**src/hw/acsr_map.vh**
```
// Register map and timing counts of the serial register block.
`ifndef ACSR_MAP_VH
`define ACSR_MAP_VH
`define ACSR_ADDR_W 4
`define ACSR_TIMER_STATE_REPORT 4'h0
`define ACSR_MODEM_PIN_REPORT 4'h1
`define ACSR_DEVICE_COMMAND 4'h2
`define ACSR_TRANSMITTER_COMMAND 4'h3
`define ACSR_RECEIVER_COMMAND 4'h4
`define ACSR_TIMER_GATE_AND_START 4'h5
`define ACSR_MODEM_OUTPUT_CONTROL 4'h6
`define ACSR_TRANSMIT_BYTE 4'h7
`define ACSR_TRANSMIT_EXTRA_BITS 4'h8
`define ACSR_RECEIVE_BYTE 4'h9
`define ACSR_RECEIVE_CHAR_FLAGS 4'hA
`define ACSR_GROUP_STATUS 4'hB
// device_command bits
`define ACSR_SOFTWARE_TOTAL_RESET 0
`define ACSR_IRQ_ACKNOWLEDGE_CMD 1
`define ACSR_STATUS_WIPE_CMD 2
`define ACSR_POWER_DOWN_CMD 3
// transmitter_command bits
`define ACSR_FLUSH_TRANSMITTER_CMD 0
`define ACSR_FLUSH_TX_QUEUE_CMD 1
`define ACSR_TRANSMIT_ENABLE_CMD 2
`define ACSR_TRANSMIT_DISABLE_CMD 3
// receiver_command bits
`define ACSR_RECEIVE_ENABLE_CMD 0
`define ACSR_RECEIVE_DISABLE_CMD 1
`define ACSR_FLUSH_RECEIVER_CMD 2
`define ACSR_FLUSH_RX_QUEUE_CMD 3
`define ACSR_LOCK_RX_QUEUE_CMD 4
`define ACSR_UNLOCK_RX_QUEUE_CMD 5
// timer_gate_and_start bits
`define ACSR_TIMER_A_GATE 0
`define ACSR_TIMER_B_GATE 1
`define ACSR_TIMER_A_START_CMD 2
`define ACSR_TIMER_B_START_CMD 3
// modem_output_control bits
`define ACSR_DTR_BIT 0
`define ACSR_RTS_BIT 1
`define ACSR_GENERAL_OUTPUT_ONE 2
`define ACSR_GENERAL_OUTPUT_TWO 3
`define ACSR_LOOPBACK_SELECT_BIT 4
`define ACSR_GENERAL_OUTPUT_ZERO 5
`define ACSR_MODEM_OUTPUT_RESET 8'h00
`define ACSR_EXTRA_BITS_RESET 3'h0
// Timing counts in clocks.
`define ACSR_SOFT_RESET_CLOCKS 3'h4
`define ACSR_IRQ_ACK_CLOCKS 2'h2
`endif

```
**src/hw/acsr_fifo.v**
```verilog
// Synchronous valid/ready FIFO with a flush input.
`timescale 1ns/1ns
module acsr_fifo #(
  parameter WIDTH = 11,
  parameter DEPTH = 32,
  parameter AW = 5
) (
  input wire clk,
  input wire rst,
  input wire flush,
  input wire in_valid,
  output wire in_ready,
  input wire [WIDTH-1:0] in_data,
  output wire out_valid,
  input wire out_ready,
  output wire [WIDTH-1:0] out_data,
  output wire [AW:0] level
);
  reg [WIDTH-1:0] mem [0:DEPTH-1];
  reg [AW-1:0] wr_ptr;
  reg [AW-1:0] rd_ptr;
  reg [AW:0] count;
  wire push;
  wire pop;
  assign in_ready = (count != DEPTH[AW:0]);
  assign out_valid = (count != {(AW+1){1'b0}});
  assign out_data = mem[rd_ptr];
  assign level = count;
  assign push = in_valid & in_ready;
  assign pop = out_valid & out_ready;
  always @(posedge clk) begin
    if (push) begin
      mem[wr_ptr] <= in_data;
    end
  end
  always @(posedge clk or posedge rst) begin
    if (rst) begin
      wr_ptr <= {AW{1'b0}};
      rd_ptr <= {AW{1'b0}};
      count <= {(AW+1){1'b0}};
    end else if (flush) begin
      wr_ptr <= {AW{1'b0}};
      rd_ptr <= {AW{1'b0}};
      count <= {(AW+1){1'b0}};
    end else begin
      if (push) begin
        wr_ptr <= (wr_ptr == DEPTH[AW-1:0] - 1'b1) ? {AW{1'b0}} : wr_ptr + 1'b1;
      end
      if (pop) begin
        rd_ptr <= (rd_ptr == DEPTH[AW-1:0] - 1'b1) ? {AW{1'b0}} : rd_ptr + 1'b1;
      end
      if (push & ~pop) begin
        count <= count + 1'b1;
      end else if (pop & ~push) begin
        count <= count - 1'b1;
      end
    end
  end
endmodule

```
**src/hw/acsr_regs.v**
```verilog
// Command, status, modem-control and data registers of the asynchronous serial controller.
//
// Contract
// RQ1 - Timer terminal count sets expired bit, requests irq.
// RQ2 - Gate state bits shown, never raise interrupts.
// RQ3 - Low four modem bits feed modem irq.
// RQ4 - Reading modem pin report clears change bits.
// RQ5 - Inverted DCD, RI, DSR only for inputs.
// RQ6 - DCD, DSR, CTS changes set delta bits.
// RQ7 - Only falling RI edge sets ring bit.
// RQ8 - Command registers write-only, bits self-clear.
// RQ9 - Host sets one command bit per write.
// RQ10 - Software reset: four clocks, keeps straps.
// RQ11 - Interrupt acknowledge holds irq low two clocks.
// RQ12 - Status wipe clears status; power down mode.
// RQ13 - Transmit flush, queue flush and enable commands.
// RQ14 - Disable waits for current character to finish.
// RQ15 - Receive flush, queue flush, enable, disable commands.
// RQ16 - Lock discards received characters; unlock restores.
// RQ17 - Gates ignored in baud mode; gates persist.
// RQ18 - Start command triggers timer; count sets expired.
// RQ19 - Modem outputs inverted, only on general outputs.
// RQ20 - Loopback bit enters loopback, variant configured.
// RQ21 - Transmit byte write pushes byte with flags.
// RQ22 - Flags give address, parity, ninth bit.
// RQ23 - Receive byte holds oldest; read loads next.
// RQ24 - Receive flags load with receive byte.
`timescale 1ns/1ns
`include "acsr_map.vh"
module acsr_regs #(
  parameter TX_DEPTH = 32,
  parameter RX_DEPTH = 32,
  parameter FIFO_AW = 5
) (
  input wire clk,
  input wire rst,
  // Parallel register bus.
  input wire cs_n,
  input wire rd_n,
  input wire wr_n,
  input wire [`ACSR_ADDR_W-1:0] addr,
  input wire [7:0] wdata,
  output reg [7:0] rdata,
  output wire rdata_oe,
  // Timers.
  input wire timer_a_baud_mode,
  input wire timer_b_baud_mode,
  input wire timer_a_tc,
  input wire timer_b_tc,
  output reg timer_a_gate,
  output reg timer_b_gate,
  output reg timer_a_start,
  output reg timer_b_start,
  // Modem pins, active low at the package.
  input wire cts_n,
  input wire dcd_n,
  input wire dsr_n,
  input wire ri_n,
  input wire [2:0] pin_mode_config,
  input wire [5:0] pin_is_gpio_out,
  output wire [5:0] modem_out,
  output wire [5:0] modem_out_oe,
  input wire [1:0] mode_config,
  output wire loopback_en,
  output wire [1:0] loopback_variant,
  // Device level.
  output wire irq,
  output wire timers_irq_request,
  output wire modem_irq_request,
  output wire soft_reset,
  output reg power_down,
  // Transmit machine side.
  output reg tx_enable,
  output reg tx_machine_flush,
  input wire tx_char_busy,
  output wire tx_valid,
  input wire tx_ready,
  output wire [10:0] tx_entry,
  // Receive machine side.
  output reg rx_enable,
  output reg rx_machine_flush,
  input wire rx_valid,
  output wire rx_ready,
  input wire [7:0] rx_char,
  input wire [7:0] rx_char_flags,
  output reg rx_dropped
);
  // ------
  // Bus strobes
  // ------
  reg rd_q;
  reg wr_q;
  wire rd_act;
  wire wr_act;
  wire rd_go;
  wire wr_go;
  assign rd_act = ~cs_n & ~rd_n;
  assign wr_act = ~cs_n & ~wr_n;
  // Side effects fire once, on the first clock of a strobe.
  assign rd_go = rd_act & ~rd_q;
  assign wr_go = wr_act & ~wr_q;
  assign rdata_oe = rd_act;
  wire wr_dev = wr_go & (addr == `ACSR_DEVICE_COMMAND);
  wire wr_txc = wr_go & (addr == `ACSR_TRANSMITTER_COMMAND);
  wire wr_rxc = wr_go & (addr == `ACSR_RECEIVER_COMMAND);
  wire wr_tmr = wr_go & (addr == `ACSR_TIMER_GATE_AND_START);
  wire rd_msr = rd_go & (addr == `ACSR_MODEM_PIN_REPORT);
  wire rd_rxb = rd_go & (addr == `ACSR_RECEIVE_BYTE);

  // ------
  // Software reset
  // ------
  reg [2:0] software_total_reset_cnt;
  wire software_total_reset;
  assign software_total_reset = (software_total_reset_cnt != 3'h0);
  assign soft_reset = software_total_reset;
  always @(posedge clk or posedge rst) begin
    if (rst) begin
      software_total_reset_cnt <= 3'h0;
    end else if (wr_dev & wdata[`ACSR_SOFTWARE_TOTAL_RESET]) begin
      software_total_reset_cnt <= `ACSR_SOFT_RESET_CLOCKS; // RQ10
    end else if (software_total_reset) begin
      software_total_reset_cnt <= software_total_reset_cnt - 3'h1;
    end
  end
  always @(posedge clk or posedge rst) begin
    if (rst) begin
      rd_q <= 1'b0;
      wr_q <= 1'b0;
    end else begin
      rd_q <= rd_act;
      wr_q <= wr_act;
    end
  end

  // ------
  // Timer status
  // ------
  reg timer_a_expired;
  reg timer_b_expired;
  wire wipe = wr_dev & wdata[`ACSR_STATUS_WIPE_CMD];
  always @(posedge clk or posedge rst) begin
    if (rst) begin
      timer_a_gate <= 1'b0;
      timer_b_gate <= 1'b0;
      timer_a_start <= 1'b0;
      timer_b_start <= 1'b0;
      timer_a_expired <= 1'b0;
      timer_b_expired <= 1'b0;
    end else if (software_total_reset) begin
      timer_a_gate <= 1'b0;
      timer_b_gate <= 1'b0;
      timer_a_start <= 1'b0;
      timer_b_start <= 1'b0;
      timer_a_expired <= 1'b0;
      timer_b_expired <= 1'b0;
    end else begin
      // Gates persist; starts are one-clock pulses.
      if (wr_tmr & ~timer_a_baud_mode) begin
        timer_a_gate <= wdata[`ACSR_TIMER_A_GATE]; // RQ17
      end
      if (wr_tmr & ~timer_b_baud_mode) begin
        timer_b_gate <= wdata[`ACSR_TIMER_B_GATE]; // RQ17
      end
      timer_a_start <= wr_tmr & ~timer_a_baud_mode & wdata[`ACSR_TIMER_A_START_CMD]; // RQ18
      timer_b_start <= wr_tmr & ~timer_b_baud_mode & wdata[`ACSR_TIMER_B_START_CMD]; // RQ18
      timer_a_expired <= timer_a_tc | (timer_a_expired & ~wipe); // RQ1 RQ12
      timer_b_expired <= timer_b_tc | (timer_b_expired & ~wipe); // RQ1 RQ12
    end
  end
  assign timers_irq_request = timer_a_expired | timer_b_expired; // RQ1 RQ2

  // ------
  // Modem pin status
  // ------
  reg cts_q;
  reg dcd_q;
  reg dsr_q;
  reg ri_q;
  reg clear_to_send_changed;
  reg set_ready_changed;
  reg ring_falling_seen;
  reg carrier_detect_changed;
  wire clr_delta = rd_msr | wipe; // RQ4 RQ12
  always @(posedge clk or posedge rst) begin
    if (rst) begin
      cts_q <= 1'b1;
      dcd_q <= 1'b1;
      dsr_q <= 1'b1;
      ri_q <= 1'b1;
      clear_to_send_changed <= 1'b0;
      set_ready_changed <= 1'b0;
      ring_falling_seen <= 1'b0;
      carrier_detect_changed <= 1'b0;
    end else begin
      cts_q <= cts_n;
      dcd_q <= dcd_n;
      dsr_q <= dsr_n;
      ri_q <= ri_n;
      if (software_total_reset) begin
        clear_to_send_changed <= 1'b0;
        set_ready_changed <= 1'b0;
        ring_falling_seen <= 1'b0;
        carrier_detect_changed <= 1'b0;
      end else begin
        // A change in the clearing cycle still sets the bit.
        clear_to_send_changed <= (cts_n ^ cts_q) | (clear_to_send_changed & ~clr_delta); // RQ6
        set_ready_changed <= ((dsr_n ^ dsr_q) & pin_mode_config[2]) |
                             (set_ready_changed & ~clr_delta); // RQ6
        ring_falling_seen <= (ri_q & ~ri_n & pin_mode_config[1]) |
                             (ring_falling_seen & ~clr_delta); // RQ7
        carrier_detect_changed <= ((dcd_n ^ dcd_q) & pin_mode_config[0]) |
                                  (carrier_detect_changed & ~clr_delta); // RQ6
      end
    end
  end
  wire carrier_detect_inverted = pin_mode_config[0] & ~dcd_n; // RQ5
  wire ring_indicator_inverted = pin_mode_config[1] & ~ri_n; // RQ5
  wire set_ready_inverted = pin_mode_config[2] & ~dsr_n; // RQ5
  wire [7:0] modem_pin_report = {1'b0, set_ready_inverted, ring_indicator_inverted,
    carrier_detect_inverted, carrier_detect_changed, ring_falling_seen,
    set_ready_changed, clear_to_send_changed};
  assign modem_irq_request = |modem_pin_report[3:0]; // RQ3

  // ------
  // Interrupt output and device commands
  // ------
  reg [1:0] ack_cnt;
  always @(posedge clk or posedge rst) begin
    if (rst) begin
      ack_cnt <= 2'h0;
      power_down <= 1'b0;
    end else if (software_total_reset) begin
      ack_cnt <= 2'h0;
      power_down <= 1'b0;
    end else begin
      if (wr_dev & wdata[`ACSR_IRQ_ACKNOWLEDGE_CMD]) begin
        ack_cnt <= `ACSR_IRQ_ACK_CLOCKS; // RQ11
      end else if (ack_cnt != 2'h0) begin
        ack_cnt <= ack_cnt - 2'h1;
      end
      if (wr_dev & wdata[`ACSR_POWER_DOWN_CMD]) begin
        power_down <= 1'b1; // RQ12
      end
    end
  end
  assign irq = (timers_irq_request | modem_irq_request) & (ack_cnt == 2'h0) & ~software_total_reset; // RQ11

  // ------
  // Modem outputs
  // ------
  reg [7:0] modem_output_control;
  reg [2:0] transmit_extra_bits;
  always @(posedge clk or posedge rst) begin
    if (rst) begin
      modem_output_control <= `ACSR_MODEM_OUTPUT_RESET;
      transmit_extra_bits <= `ACSR_EXTRA_BITS_RESET;
    end else if (software_total_reset) begin
      modem_output_control <= `ACSR_MODEM_OUTPUT_RESET;
      transmit_extra_bits <= `ACSR_EXTRA_BITS_RESET;
    end else if (wr_go) begin
      if (addr == `ACSR_MODEM_OUTPUT_CONTROL) begin
        modem_output_control <= wdata;
      end
      if (addr == `ACSR_TRANSMIT_EXTRA_BITS) begin
        transmit_extra_bits <= wdata[2:0]; // RQ22
      end
    end
  end
  // Pins not configured as general outputs are left undriven here.
  assign modem_out = {1'b0, ~{modem_output_control[`ACSR_GENERAL_OUTPUT_ZERO],
    modem_output_control[3:0]}}; // RQ19
  assign modem_out_oe = pin_is_gpio_out; // RQ19
  assign loopback_en = modem_output_control[`ACSR_LOOPBACK_SELECT_BIT]; // RQ20
  assign loopback_variant = mode_config; // RQ20

  // ------
  // Transmit control and queue
  // ------
  reg tx_stop_pending;
  wire tx_flush_q = wr_txc & wdata[`ACSR_FLUSH_TX_QUEUE_CMD];
  always @(posedge clk or posedge rst) begin
    if (rst) begin
      tx_enable <= 1'b0;
      tx_stop_pending <= 1'b0;
      tx_machine_flush <= 1'b0;
    end else if (software_total_reset) begin
      tx_enable <= 1'b0;
      tx_stop_pending <= 1'b0;
      tx_machine_flush <= 1'b0;
    end else begin
      tx_machine_flush <= wr_txc & wdata[`ACSR_FLUSH_TRANSMITTER_CMD]; // RQ13
      if (wr_txc & (wdata[`ACSR_FLUSH_TRANSMITTER_CMD] | wdata[`ACSR_TRANSMIT_ENABLE_CMD])) begin
        tx_enable <= 1'b1; // RQ13
        tx_stop_pending <= 1'b0;
      end else if (wr_txc & wdata[`ACSR_TRANSMIT_DISABLE_CMD]) begin
        tx_stop_pending <= 1'b1; // RQ14
      end else if (tx_stop_pending & ~tx_char_busy) begin
        tx_enable <= 1'b0; // RQ14
        tx_stop_pending <= 1'b0;
      end
    end
  end
  wire tx_push = wr_go & (addr == `ACSR_TRANSMIT_BYTE); // RQ21
  wire tx_in_ready;
  wire tx_out_valid;
  // Writes into a full queue are dropped, as the host has no wait line.
  acsr_fifo #(.WIDTH(11), .DEPTH(TX_DEPTH), .AW(FIFO_AW)) u_tx_fifo (
    .clk(clk),
    .rst(rst),
    .flush(tx_flush_q | software_total_reset), // RQ13
    .in_valid(tx_push),
    .in_ready(tx_in_ready),
    .in_data({transmit_extra_bits, wdata}), // RQ21
    .out_valid(tx_out_valid),
    .out_ready(tx_ready & tx_enable),
    .out_data(tx_entry),
    .level()
  );
  assign tx_valid = tx_out_valid & tx_enable;

  // ------
  // Receive control and queue
  // ------
  reg rx_locked;
  wire rx_flush_q = wr_rxc & wdata[`ACSR_FLUSH_RX_QUEUE_CMD];
  always @(posedge clk or posedge rst) begin
    if (rst) begin
      rx_enable <= 1'b0;
      rx_locked <= 1'b0;
      rx_machine_flush <= 1'b0;
      rx_dropped <= 1'b0;
    end else if (software_total_reset) begin
      rx_enable <= 1'b0;
      rx_locked <= 1'b0;
      rx_machine_flush <= 1'b0;
      rx_dropped <= 1'b0;
    end else begin
      rx_machine_flush <= wr_rxc & wdata[`ACSR_FLUSH_RECEIVER_CMD]; // RQ15
      rx_dropped <= rx_valid & rx_locked; // RQ16
      if (wr_rxc & (wdata[`ACSR_FLUSH_RECEIVER_CMD] | wdata[`ACSR_RECEIVE_ENABLE_CMD])) begin
        rx_enable <= 1'b1; // RQ15
      end else if (wr_rxc & wdata[`ACSR_RECEIVE_DISABLE_CMD]) begin
        rx_enable <= 1'b0; // RQ15
      end
      if (wr_rxc & (wdata[`ACSR_FLUSH_RECEIVER_CMD] | wdata[`ACSR_UNLOCK_RX_QUEUE_CMD])) begin
        rx_locked <= 1'b0; // RQ15 RQ16
      end else if (wr_rxc & wdata[`ACSR_LOCK_RX_QUEUE_CMD]) begin
        rx_locked <= 1'b1; // RQ16
      end
    end
  end
  wire rx_in_ready;
  wire rx_out_valid;
  wire [15:0] rx_out_data;
  reg [7:0] receive_byte;
  reg [7:0] receive_char_flags;
  reg rx_held;
  wire rx_load = rx_out_valid & (~rx_held | rd_rxb); // RQ23
  // A locked queue still accepts from the receiver and discards the character.
  assign rx_ready = rx_in_ready | rx_locked;
  acsr_fifo #(.WIDTH(16), .DEPTH(RX_DEPTH), .AW(FIFO_AW)) u_rx_fifo (
    .clk(clk),
    .rst(rst),
    .flush(rx_flush_q | software_total_reset), // RQ15
    .in_valid(rx_valid & ~rx_locked), // RQ16
    .in_ready(rx_in_ready),
    .in_data({rx_char_flags, rx_char}),
    .out_valid(rx_out_valid),
    .out_ready(rx_load),
    .out_data(rx_out_data),
    .level()
  );
  always @(posedge clk or posedge rst) begin
    if (rst) begin
      receive_byte <= 8'h00;
      receive_char_flags <= 8'h00;
      rx_held <= 1'b0;
    end else if (software_total_reset | rx_flush_q) begin
      receive_byte <= 8'h00;
      receive_char_flags <= 8'h00;
      rx_held <= 1'b0;
    end else if (rx_load) begin
      receive_byte <= rx_out_data[7:0]; // RQ23
      receive_char_flags <= rx_out_data[15:8]; // RQ24
      rx_held <= 1'b1;
    end else if (rd_rxb) begin
      rx_held <= 1'b0;
    end
  end

  // ------
  // Read data
  // ------
  reg [7:0] next_rdata;
  always @* begin
    case (addr)
      `ACSR_TIMER_STATE_REPORT: next_rdata = {4'h0, timer_b_gate, timer_a_gate,
        timer_b_expired, timer_a_expired}; // RQ2
      `ACSR_MODEM_PIN_REPORT: next_rdata = modem_pin_report;
      `ACSR_MODEM_OUTPUT_CONTROL: next_rdata = modem_output_control;
      `ACSR_TRANSMIT_EXTRA_BITS: next_rdata = {5'h00, transmit_extra_bits};
      `ACSR_RECEIVE_BYTE: next_rdata = receive_byte;
      `ACSR_RECEIVE_CHAR_FLAGS: next_rdata = receive_char_flags;
      `ACSR_GROUP_STATUS: next_rdata = {6'h00, modem_irq_request, timers_irq_request};
      // Command registers and the transmit byte are write-only and read zero.
      default: next_rdata = 8'h00; // RQ8
    endcase
  end
  always @(posedge clk or posedge rst) begin
    if (rst) begin
      rdata <= 8'h00;
    end else if (rd_go) begin
      rdata <= next_rdata;
    end
  end
endmodule

```
**config.mk**
```make
export PLATFORM = sky130hd
export DESIGN_NAME = acsr_regs
export DESIGN_NICKNAME = d
export VERILOG_FILES = /design/src/hw/acsr_fifo.v /design/src/hw/acsr_regs.v
export VERILOG_INCLUDE_DIRS = /design/src /design/src/hw
export SDC_FILE = /design/constraint.sdc
export NUM_CORES = 1
export LEC_CHECK = 0
export ABC_AREA = 1
export BUFFER_PORTS_ARGS = -buffer_cell sky130_fd_sc_hd__buf_2
export CORE_AREA = 2 2 307 309
export CTS_CLUSTER_SIZE = 40
export DETAILED_ROUTE_END_ITERATION = 6
export DIE_AREA = 0 0 309 311
export PLACE_DENSITY = 0.65
export SLEW_MARGIN = 20
export SYNTH_ARGS = -nofsm -noshare
export SYNTH_HDL_FRONTEND = slang
export SYNTH_SLANG_ARGS = --single-unit
```
**constraint.sdc**
```tcl
create_clock -name clk -period 8 [get_ports clk]
set_input_delay 1.6 -clock clk [delete_from_list [all_inputs] [get_ports clk]]
set_output_delay 1.6 -clock clk [all_outputs]
set_load 0.01 [all_outputs]
```
After elaboration in Yosys (flattened, before gate mapping)

Memory sizes are Yosys's and may differ from the RTL's.
Cells that the tools add are included.

ROM bits: 0
Logic and storage cells: 266
Memories: 2
Output and inout port bits: 51
Register bits after elaboration: 97
Latch bits: 0
Memory bits (writable): 864
Input port bits: 55

Eq/ne operators: 18
Shift operators: 0
Reduce and logical (&&, ||, !) cells: 30
Div/mod/pow operators: 0
Mux-type cells: 71
$lt $le $gt $ge: 0
$add $sub $neg: 10
$mul: 0
Bitwise gates (word level): 97

Memories:

| memory        | words | bits a word | read ports | clocked after Yosys merged registers in | wr ports | line           | RTL |
|---|---|---|---|---|---|---|---|
| u_rx_fifo.mem | 32    | 16          | 1          | 0                                       | 1        | acsr_fifo.v:19 | `reg [WIDTH-1:0] mem [0:DEPTH-1];` |
| u_tx_fifo.mem | 32    | 11          | 1          | 0                                       | 1        | acsr_fifo.v:19 |  |

Operators with widths:

| kind                  | count |
|---|---|
| $mux W5               | 12 |
| $and A1 B1 Y1         | 58 |
| $mux W8               | 7 |
| $pmux W8 S7           | 1 |
| $mux W1               | 37 |
| $mux W6               | 6 |
| $reduce_bool A2 Y1    | 13 |
| $reduce_bool A3 Y1    | 8 |
| $add A5 B1 Y5 const B | 4 |
| $eq A5 B5 Y1 const B  | 4 |
| $not A1 Y1            | 20 |
| $eq A4 B3 Y1 const B  | 4 |
| $eq A4 B4 Y1 const B  | 4 |
| $mux W3               | 5 |
| $or A1 B1 Y1          | 15 |
| $add A6 B1 Y6 const B | 2 |
| $ne A6 B6 Y1 const B  | 2 |
| $reduce_bool A6 Y1    | 2 |
| $sub A6 B1 Y6 const B | 2 |
| $eq A4 B2 Y1 const B  | 2 |
| $mux W2               | 3 |
| $reduce_and A2 Y1     | 3 |
| $not A5 Y5            | 1 |
| $eq A4 B1 Y1 const B  | 1 |
| 8 further kinds       | 10 |

Longest topological paths before layout

Gate-level depths: netlist (run 1).

Depth in word-level cells: 11
Mapped depth: 16
Depth with buffers taken out: 16

Hierarchy

From an unflattened synthesis (run 1), not the netlist that was laid out.

Cell total of the unflattened synthesis: 3608
Area total of the unflattened synthesis: 40532.6 µm²

Modules (own cells, without submodules):

| module                 | area each (µm²) | instances | cells an instance | sequential area each (µm²) |
|---|---|---|---|---|
| acsr_fifo at u_rx_fifo | 21849.7         | 1         | 1855              | 15775.1 |
| acsr_fifo at u_tx_fifo | 15383.5         | 1         | 1330              | 10970.5 |
| acsr_regs              | 3299.4          | 1         | 423               | 1631.6 |

Worst setup path after synthesis (run 1)

Ideal clock, no wire load.

Path kind: input to register
From: in addr[2]
To: mem u_tx_fifo.mem[30][0] (netlist: u_tx_fifo.mem[15][0]), enable pin
Cell stages on the path: 8
Buffers on the path: 0
Arrival: 3.172 ns
Setup time: 0.393 ns
Data required time: 7.607 ns
Slack: 4.435 ns
Cells stage by stage: inv_1 -> nor2_1 -> nand2_4 -> nor2_1 -> nand2_1 -> clkinv_1 -> nand2_1 -> nor3_1

Longest elaborated chain between the ends: 5

Ends and longest elaborated chain:

| what                          | line            | RTL |
|---|---|---|
| start, declared               | acsr_regs.v:41  | `` input wire [`ACSR_ADDR_W-1:0] addr, `` |
| $eq A4 B3 Y1 (no line)        | n/a             |  |
| $and A1 B1 Y1                 | acsr_regs.v:304 | `` wire tx_push = wr_go & (addr == `ACSR_TRANSMIT_BYTE); `` |
| $and A1 B1 Y1                 | acsr_fifo.v:29  | `assign push = in_valid & in_ready;` |
| $mux W1                       | acsr_fifo.v:32  | `if (push) begin` |
| $mux W1 (not written as such) | acsr_fifo.v:33  | `mem[wr_ptr] <= in_data;` |
| end, declared                 | acsr_fifo.v:19  |  |

Every way passes these cells.

Worst setup path in the final report (run 1)

From: reg u_tx_fifo.rd_ptr[0]
To: out tx_entry[8]

Longest elaborated chain between the ends: 1

Ends and longest elaborated chain:

| what                   | line           | RTL |
|---|---|---|
| start, declared        | acsr_fifo.v:21 | `reg [AW-1:0] rd_ptr;` |
| start signal, assigned | acsr_fifo.v:39 | `rd_ptr <= {AW{1'b0}};` |
| start signal, assigned | acsr_fifo.v:43 | `rd_ptr <= {AW{1'b0}};` |
| start signal, assigned | acsr_fifo.v:50 | `rd_ptr <= (rd_ptr == DEPTH[AW-1:0] - 1'b1) ? {AW{1'b0}} : rd_ptr + 1'b1;` |
| $mem_v2 Z32 W11        | n/a            |  |
| end, declared          | acsr_regs.v:78 | `output wire [10:0] tx_entry,` |

Every way passes these cells.

==> metrics list, run 1 <==
- The critical path goes through buf_4, buf_4, nand2_1, nand3_1, nand3_1, a21oi_1, nor2_1, a21oi_1, buf_2.
- For this design the ratio of total power to cell area is 261 nW/um2.
- After legalization and detailed placement, the total HPWL measured 57700 um.
* Hold path startpoint: rdata[0]
* M1 GR Usage: 0.284
- Required time of the critical path: 6.40 ns
- Data on the critical path arrives at its endpoint at 4.01 ns.
- Hold bufs inserted after CTS: 0
- The number of hold violations in the final report is 0.
- Slack of the critical path: 2.39 ns
* Top cell types by occurrence after synthesis: nand2_1, edfxtp_1, nand3_1
* Antenna Nets Post-Route: 0
- Clock Skew: 0.0361 ns
- The max-slew violation count is 0.
- Worst hold path cell count: 2
- Largest area contributor in the netlist: edfxtp_1
- Leakage: 18.3 nW
* Final weighted congestion of routability-driven global placement: 0.828
- The filler cells instantiated in the layout total 8163.
* Global-route track usage on met2: 0.356
- Compared with the post-synthesis result, the final layout area differs by 12.0%.
- Post-cts gate resize count: 0
* Post-synth net total: 3934
- Number of cells on the worst reg-to-reg path: 9
* Total Wirelength: 103000 um
- During I/O placement, the number of pins put on the boundary was 106.
- The initial antenna violation count is 1.
- GRT Max-Usage Layer: met2
- After routing, the total negative slack on setup checks comes to 0 ns.
- Counting distinct cell types in the post-synthesis netlist gives 49.
- Element type at the critical path end: output port
- In this run, the number of DRC markers left after iteration 0 of detailed routing was 2646.
- Stage delay of the slowest cell on the critical path: 0.74 ns
- Fraction of final layout cells sized beyond drive strength 1: 0.111
- Drt wl/cell: 19.6 um
* Minimum clock period after layout: 5.61 ns
- Fraction of the cycle the final worst path needs: 0.701
* Slew Limit Headroom: 0.229
- The floorplan step set the die width to 309 um.
* Met3 Usage GRT: 0.0270
- Counting flops with a built-in enable in the synthesized netlist gives 864.
- For this run, the register share of the synthesized area comes to 0.685.
- The slowest stage of the critical path is the buf_4 cell.
- Maximum ir drop on the vdd rail: 0.000201 V
- Setup repair after global routing left no endpoint under its margin.
- Summing internal, switching and leakage power gives 0.0121 W.
- Among cell families on the critical path, the largest total delay comes from buffers and inverters.
* Global-route usage over all layers: 0.214
- Vias in the first global route: 26400
* Register bit count reported by yosys: 961
- The total overflow left after global routing is 0.
- The worst register-to-register path has a setup slack of 4.61 ns.
* Sink Count: 961
* Post-Syn Area: 41400 um2
* Core Area: 92800 um2
- CTS Buffer Depth: 3
- In the synthesized netlist the async set-or-reset flop fraction comes to 0.101.
- Cells after Synth: 3850
* Most common cell in the netlist: nand2_1
- # port buffers: 88
- Via count: 27400
- Clock tree synthesis selected as its root buffer the cell clkbuf_16.
- Launch point of the worst reg-to-reg path: u_rx_fifo.rd_ptr[0]
* Ratio of routed vias to standard cells: 5.23
- Outcome: finished, final reports clean
* Clock network latency to the later pin of the worst-skew pair: 0.68 ns
- Entering global routing, the biggest net connects 109 pins.
- At the end of the flow, the number of nets in the layout was 3995.
- Sink of the worst hold path: rdata[0]
* Number of violations of the max-capacitance limit: 0
- Measured on the finished design, the core utilization comes to 0.500.
- Buf+Inv Stages, Crit Path: 3
- Row generation in the floorplan step produced 112 rows.
* Setup violation total in the final timing report: 0
- Initial Util: 0.447
- Number of iterations in the first detailed-routing pass: 5
- Summing all placed instances gives a cell area of 43100 um2.
* Crit path launch type: register
- Hold crit path type: reg2reg
- The die covers 96100 um2.
- Setup fix buffers added after clock tree synthesis: 0
- Yosys attributes the largest share of cell area to edfxtp_1, nand2_1, nand3_1.
- The die is 311 um tall.
- Clock slew at the register clock pins of the worst setup and hold paths: 0.06 ns
* Least-Margin Pin Slew: 1.16 ns
- Achievable Freq: 178 MHz
- CTS tree: built
* H-tree lvl count: 3
- The endpoint identified for the worst register-to-register timing path is receive_char_flags[7].
- Largest fanout on the critical path: 75
- Of the post-synthesis cell area, the dominant cell type holds 0.626.
- The setup path with the least slack is of type reg2out.
- For this run, design rule violations remaining after detail routing come to 0.
* YS warnings: 0
- Clock buffer count from CTS: 100
* Worst setup slack before clock tree synthesis: 3.02 ns
- Syn Area/Cell: 10.8 um2
- After routing the design area is 46400 um2.
- Among all flip-flop cells after synthesis, the most frequent one is edfxtp_1.
- The first global-routing pass estimated 157000 um of wire.
[worst max-delay path by stage]
stage	from	to	slack (ns)	cells after the start
3_5_place_dp	u_tx_fifo.rd_ptr[0]	tx_entry[9]	3.02	11
3_3_place_gp	u_tx_fifo.rd_ptr[0]	tx_entry[9]	3.06	11
6_report	u_tx_fifo.rd_ptr[0]	tx_entry[8]	2.39	9
4_1_cts	u_tx_fifo.rd_ptr[0]	tx_entry[9]	2.28	11
5_1_grt	u_tx_fifo.rd_ptr[0]	tx_entry[8]	2.16	9
2_1_floorplan	rst	ack_cnt[0]	3.87	1
[logic make-up (layout without fill, tap and decap cells)]
logic type | count (synthesis) | count (layout) | synth area share
and+or+nand+nor | 2012 | 2012 | 0.213
buffers and inverters | 645 | 787 | 0.0637
xor gates and xnor gates | 17 | 17 | 0.00359
AOI/OAI and AO/OA | 185 | 185 | 0.0254
adders and majority gates | 29 | 29 | 0.00912
DFF | 961 | 961 | 0.685
other | 1 | 2 | 0.0000905
[where the power goes]
group	internal, W	leakage [nW]	switching (W)
combinational	0.000514	7.60	0.00128
clock	0.00268	1.61	0.00193
sequential	0.00562	9.07	0.000100
[registers in the layout, summed over array words and instances, names as in the netlist, 2 cells and up]
register	count
u_tx_fifo.mem	352
software_total_reset_cnt	3
u_tx_fifo.rd_ptr	5
u_rx_fifo.level	6
rdata	8
u_tx_fifo.level	6
transmit_extra_bits	3
u_rx_fifo.mem	512
u_rx_fifo.rd_ptr	5
modem_output_control	8
receive_char_flags	8
ack_cnt	2
receive_byte	8
u_rx_fifo.wr_ptr	5
u_tx_fifo.wr_ptr	5
[metrics by stage]
| step | std cells | hold slack (ns) |
|---|---|---|
| global route | 5247 | 0.508 |
| CTS | 5246 | 0.481 |
| global placement | 5063 | 0.464 |
| detailed placement | 5063 | 0.465 |
| floorplan | 3850 | 0.442 |
| finish | 5247 | 0.476 |
[area by class of cell]
class                           instances  area (um2)  area share
Tap cell                             1254        1570      0.0338
Clock inverter                         41         452     0.00973
Multi-Input combinational cell       2244       10500       0.226
Sequential cell                       961       28400       0.612
Clock buffer                          142        2820      0.0607
Inverter                              441        1670      0.0360
Timing Repair Buffer                  163        1000      0.0216
Antenna cell                            1        2.50   0.0000539
[per-layer routing]
metal	up-vias	wire length (um)
li1	13000	-
met1	13300	42300
met2	940	50200
met3	191	6220
met4	0	3890
met5	-	0
[layout by cell type, fill, tap and decap left out, types with 3 or more instances in the layout]
cell       instances
bufinv_16          7
clkinv_2          18
ha_1              27
dfrtp_4            4
nor2_4             7
inv_1            428
nand3_1          707
clkbuf_1          27
nor2_2            11
a31oi_1            3
dfrtp_1           87
o31ai_1           12
nand4_1            7
or2_0              7
xnor2_1            3
inv_6              3
dfstp_2            4
clkbuf_16        101
o21ai_0           52
buf_2             88
nor3_1             6
nor2_1           127
or2_2             74
xor2_1            14
o211ai_1          21
clkbuf_8          13
buf_4             75
nand3_2            9
nand2_4            3
clkinv_1          13
o22ai_1            5
o21ai_1            8
inv_2              5
nand2_1         1041
edfxtp_1         864
a21oi_1           78
inv_4              3
nand2_2            4
[worst register-to-register path: stages (launching register included)]
cell	delay (ns)
dfrtp_4	0.69
buf_4	0.65
buf_4	0.86
or2_2	0.29
nand3_1	0.06
nand3_1	0.10
nand3_1	0.15
nand3_1	0.19
nand3_1	0.20
nand2_1	0.11
(Power assumes the default switching activity.)
==> run 2, diff against run 1 <==
- clock period: 8 -> 5.7 ns (I/O delays scaled with it)
==> metrics list, run 2 (synthesized netlist as in run 1, its figures left out) <==
- The fraction of met2 tracks used by global routing came to 0.350 (-0.00678).
* Hold crit path type: reg2reg
- Max reg flops: 512 (unchanged)
* CTS Buffer Depth: 3 (unchanged)
* Synth-to-Final Area Change: 11.6%
- Most common cell after layout, fill and taps aside: nand2_1
* Largest Register: u_rx_fifo.mem
* Setup fix buffers added after clock tree synthesis: 0 (unchanged)
- Root buffer cell: clkbuf_16
* Area of the die: 96100 um2 (unchanged)
- The sum of routed wire length over all layers came to 103000 um (-0.18%).
- The number of nets in the layout was 3983 (-0.30%).
- The final weighted congestion of routability-driven global placement is 0.857 (+3.5%).
* Worst hold path cell count: 2 (unchanged)
- Maximum ir drop on the vdd rail: 0.000294 V (+46%)
* RSZ-0062 raised after global routing: no
- The global routing usage on met3 is 0.0279 (+0.000885).
- Post-route setup TNS: 0 ns (unchanged)
* Post-Route Utilization: 0.498 (-0.00183)
* Core Area: 92800 um2 (unchanged)
- Worst hold slack: 0.483 ns (+0.00710 ns)
* Critical Setup Path Class: reg2out
- STA classifies the critical path startpoint as a register.
- Ratio of routed vias to standard cells: 5.26 (+0.56%)
- Clock buffer count from CTS: 97 (-3.0%)
- Number of max-slew violations in the final report: 0 (unchanged)
* Most frequent cells in the layout: nand2_1, edfxtp_1, nand3_1
* Cells along the critical path: inv_4, buf_12, nand2_1, nand3_1, nand3_1, nand2_1, nand2_1, nand2_1, nor2_1, a21oi_1, buf_2
- The estimated wirelength of the detail-placed design is 57400 um (-0.49%).
* Leakage: 18.2 nW (-0.59%)
- Final Hold Viols: 0 (unchanged)
* Global-route usage over all layers: 0.213 (-0.000324)
- The number of global-route vias before repair is 26500 (+0.29%).
- The maximum fanout along the worst path is 92 (+23%).
* Die Width: 309 um (unchanged)
* Number of antenna violations at the first check in global routing: 0 (-1)
- Outcome: finished, final reports clean
* Hold path startpoint: rdata[0]
- Least-Margin Pin Slew: 1.14 ns (-0.0166 ns)
- End of the worst register-to-register path: receive_byte[7]
* CP most frequent cell: nand2_1
* Fraction of the cycle the final worst path needs: 0.841
- H-tree lvl count: 3 (unchanged)
* Post-cts gate resize count: 0 (unchanged)
- Minimum clock period after layout: 4.79 ns
- The number of buffers inserted by port buffering is 88 (unchanged).
- Reg2reg setup slack: 2.58 ns (-2.03 ns)
- TritonCTS built the clock tree.
- Clock slew at the register clock pins of the worst setup and hold paths: 0.06 ns (about the same)
- Number of cell rows: 112 (unchanged)
- The number of cells on the worst reg-to-reg path came to 9 (unchanged).
- The arrival time of the worst setup path is 3.65 ns (-0.36 ns).
* Number of violations of the max-capacitance limit: 0 (unchanged)
* Number of iterations in the first detailed-routing pass: 5 (unchanged)
- The boundary pin count was 106 (unchanged).
* Sink of the worst hold path: rdata[0]
- Hold bufs inserted after CTS: 0 (unchanged)
- The antenna diode count was 0 (-1).
- The final cell count without fillers was 5234 (-0.25%).
- The worst setup path is captured at an output port.
* Clock Skew: 0.0386 ns (+0.00251 ns)
- Clock network latency to the later pin of the worst-skew pair: 0.69 ns (about the same)
- Height of the die: 311 um (unchanged)
- The average routed wire per standard cell was 19.6 um (about the same).
- The largest individual stage delay along the critical path comes from the cell dfrtp_4.
* Achievable Freq: 209 MHz
- Largest registers in the final layout: u_rx_fifo.mem: 512 flops, u_tx_fifo.mem: 352 flops
- After global routing, the most crowded layer is met2.
* Post-route DRC: 0 (unchanged)
* Fraction of final layout cells sized beyond drive strength 1: 0.111 (-0.000418)
- Required time of the critical path: 4.56 ns (-1.84 ns)
- The count of final setup violators is 0 (unchanged).
- The largest stage delay on the critical path came to 0.88 ns (+0.14 ns).
* Wire length of the first global-routing pass: 156000 um (-0.15%)
* Number of DRC markers after the initial detailed-route iteration: 2736 (+3.4%)
* Placed cells: 5054 (-0.18%)
* Power per standard cell area: 361 nW/um2 (+38%)
* Via count: 27500 (+0.31%)
* M1 GR Usage: 0.285 (+0.00125)
- Antenna Nets Post-Route: 0 (unchanged)
* Aggregate global routing overflow: 0 (unchanged)
* Largest net degree at the start of global routing: 215 (+97%)
- The worst register-to-register path begins at u_rx_fifo.rd_ptr[0].
- The starting density of the core was 0.447 (unchanged).
* Sink Count: 961 (unchanged)
- Slew Limit Headroom: 0.240 (+0.0111)
- The number of fill cells came to 8211 (+0.59%).
-- run 2: how the worst max path moves through the flow --
stage	slack (ns)	cells after the start	startpoint	endpoint
detailed placement	1.64	9	u_tx_fifo.rd_ptr[0]	tx_entry[10]
global route	0.68	11	u_tx_fifo.rd_ptr[0]	tx_entry[0]
global placement	1.61	9	u_tx_fifo.rd_ptr[0]	tx_entry[10]
floorplan	2.03	1	rst	ack_cnt[0]
finish	0.91	11	u_tx_fifo.rd_ptr[0]	tx_entry[0]
CTS	0.89	9	u_tx_fifo.rd_ptr[0]	tx_entry[10]
-- run 2: layout make-up --
| class | instances | area [um2] | share of cell area |
|---|---|---|---|
| clock buffers | 115 | 2530 | 0.0548 |
| clock inverters | 65 | 551 | 0.0119 |
| inverters | 441 | 1670 | 0.0361 |
| multi-input cells | 2244 | 10500 | 0.227 |
| flip-flops and latches | 961 | 28400 | 0.614 |
| well taps | 1254 | 1570 | 0.0339 |
| repair buffers | 154 | 998 | 0.0216 |
-- run 2: critical path, delay by kind of cell (launching register included) --
family	cells	cell delay, ns
AO/OA/AOI/OAI	1	0.10
buffers and inverters	3	1.07
flip-flops	1	0.88
AND/OR/NAND/NOR	7	0.81
-- run 2: report_power, final --
group / internal, W / switching, W / total, W
Combinational: 0.000728 / 0.00175 / 0.00247
Clock: 0.00346 / 0.00272 / 0.00618
Sequential: 0.00789 / 0.000170 / 0.00806
-- run 2: per-layer routing --
layer	routed length (um)	vias up	part of all wire
met4	4170	0	0.041
li1	-	13000	-
met1	42900	13400	0.42
met5	0	-	0
met3	6050	197	0.059
met2	49300	924	0.48
-- run 2: metrics by stage --
step | setup WS, ns | power [W] | instance area, um2
after floorplan | 2.03 | 0.00993 | 41400
after CTS | 0.891 | 0.0168 | 46200
after global routing | 0.677 | 0.0174 | 46200
after global placement | 1.61 | 0.0106 | 43100
final | 0.908 | 0.0167 | 46200
after detailed placement | 1.64 | 0.0107 | 43100
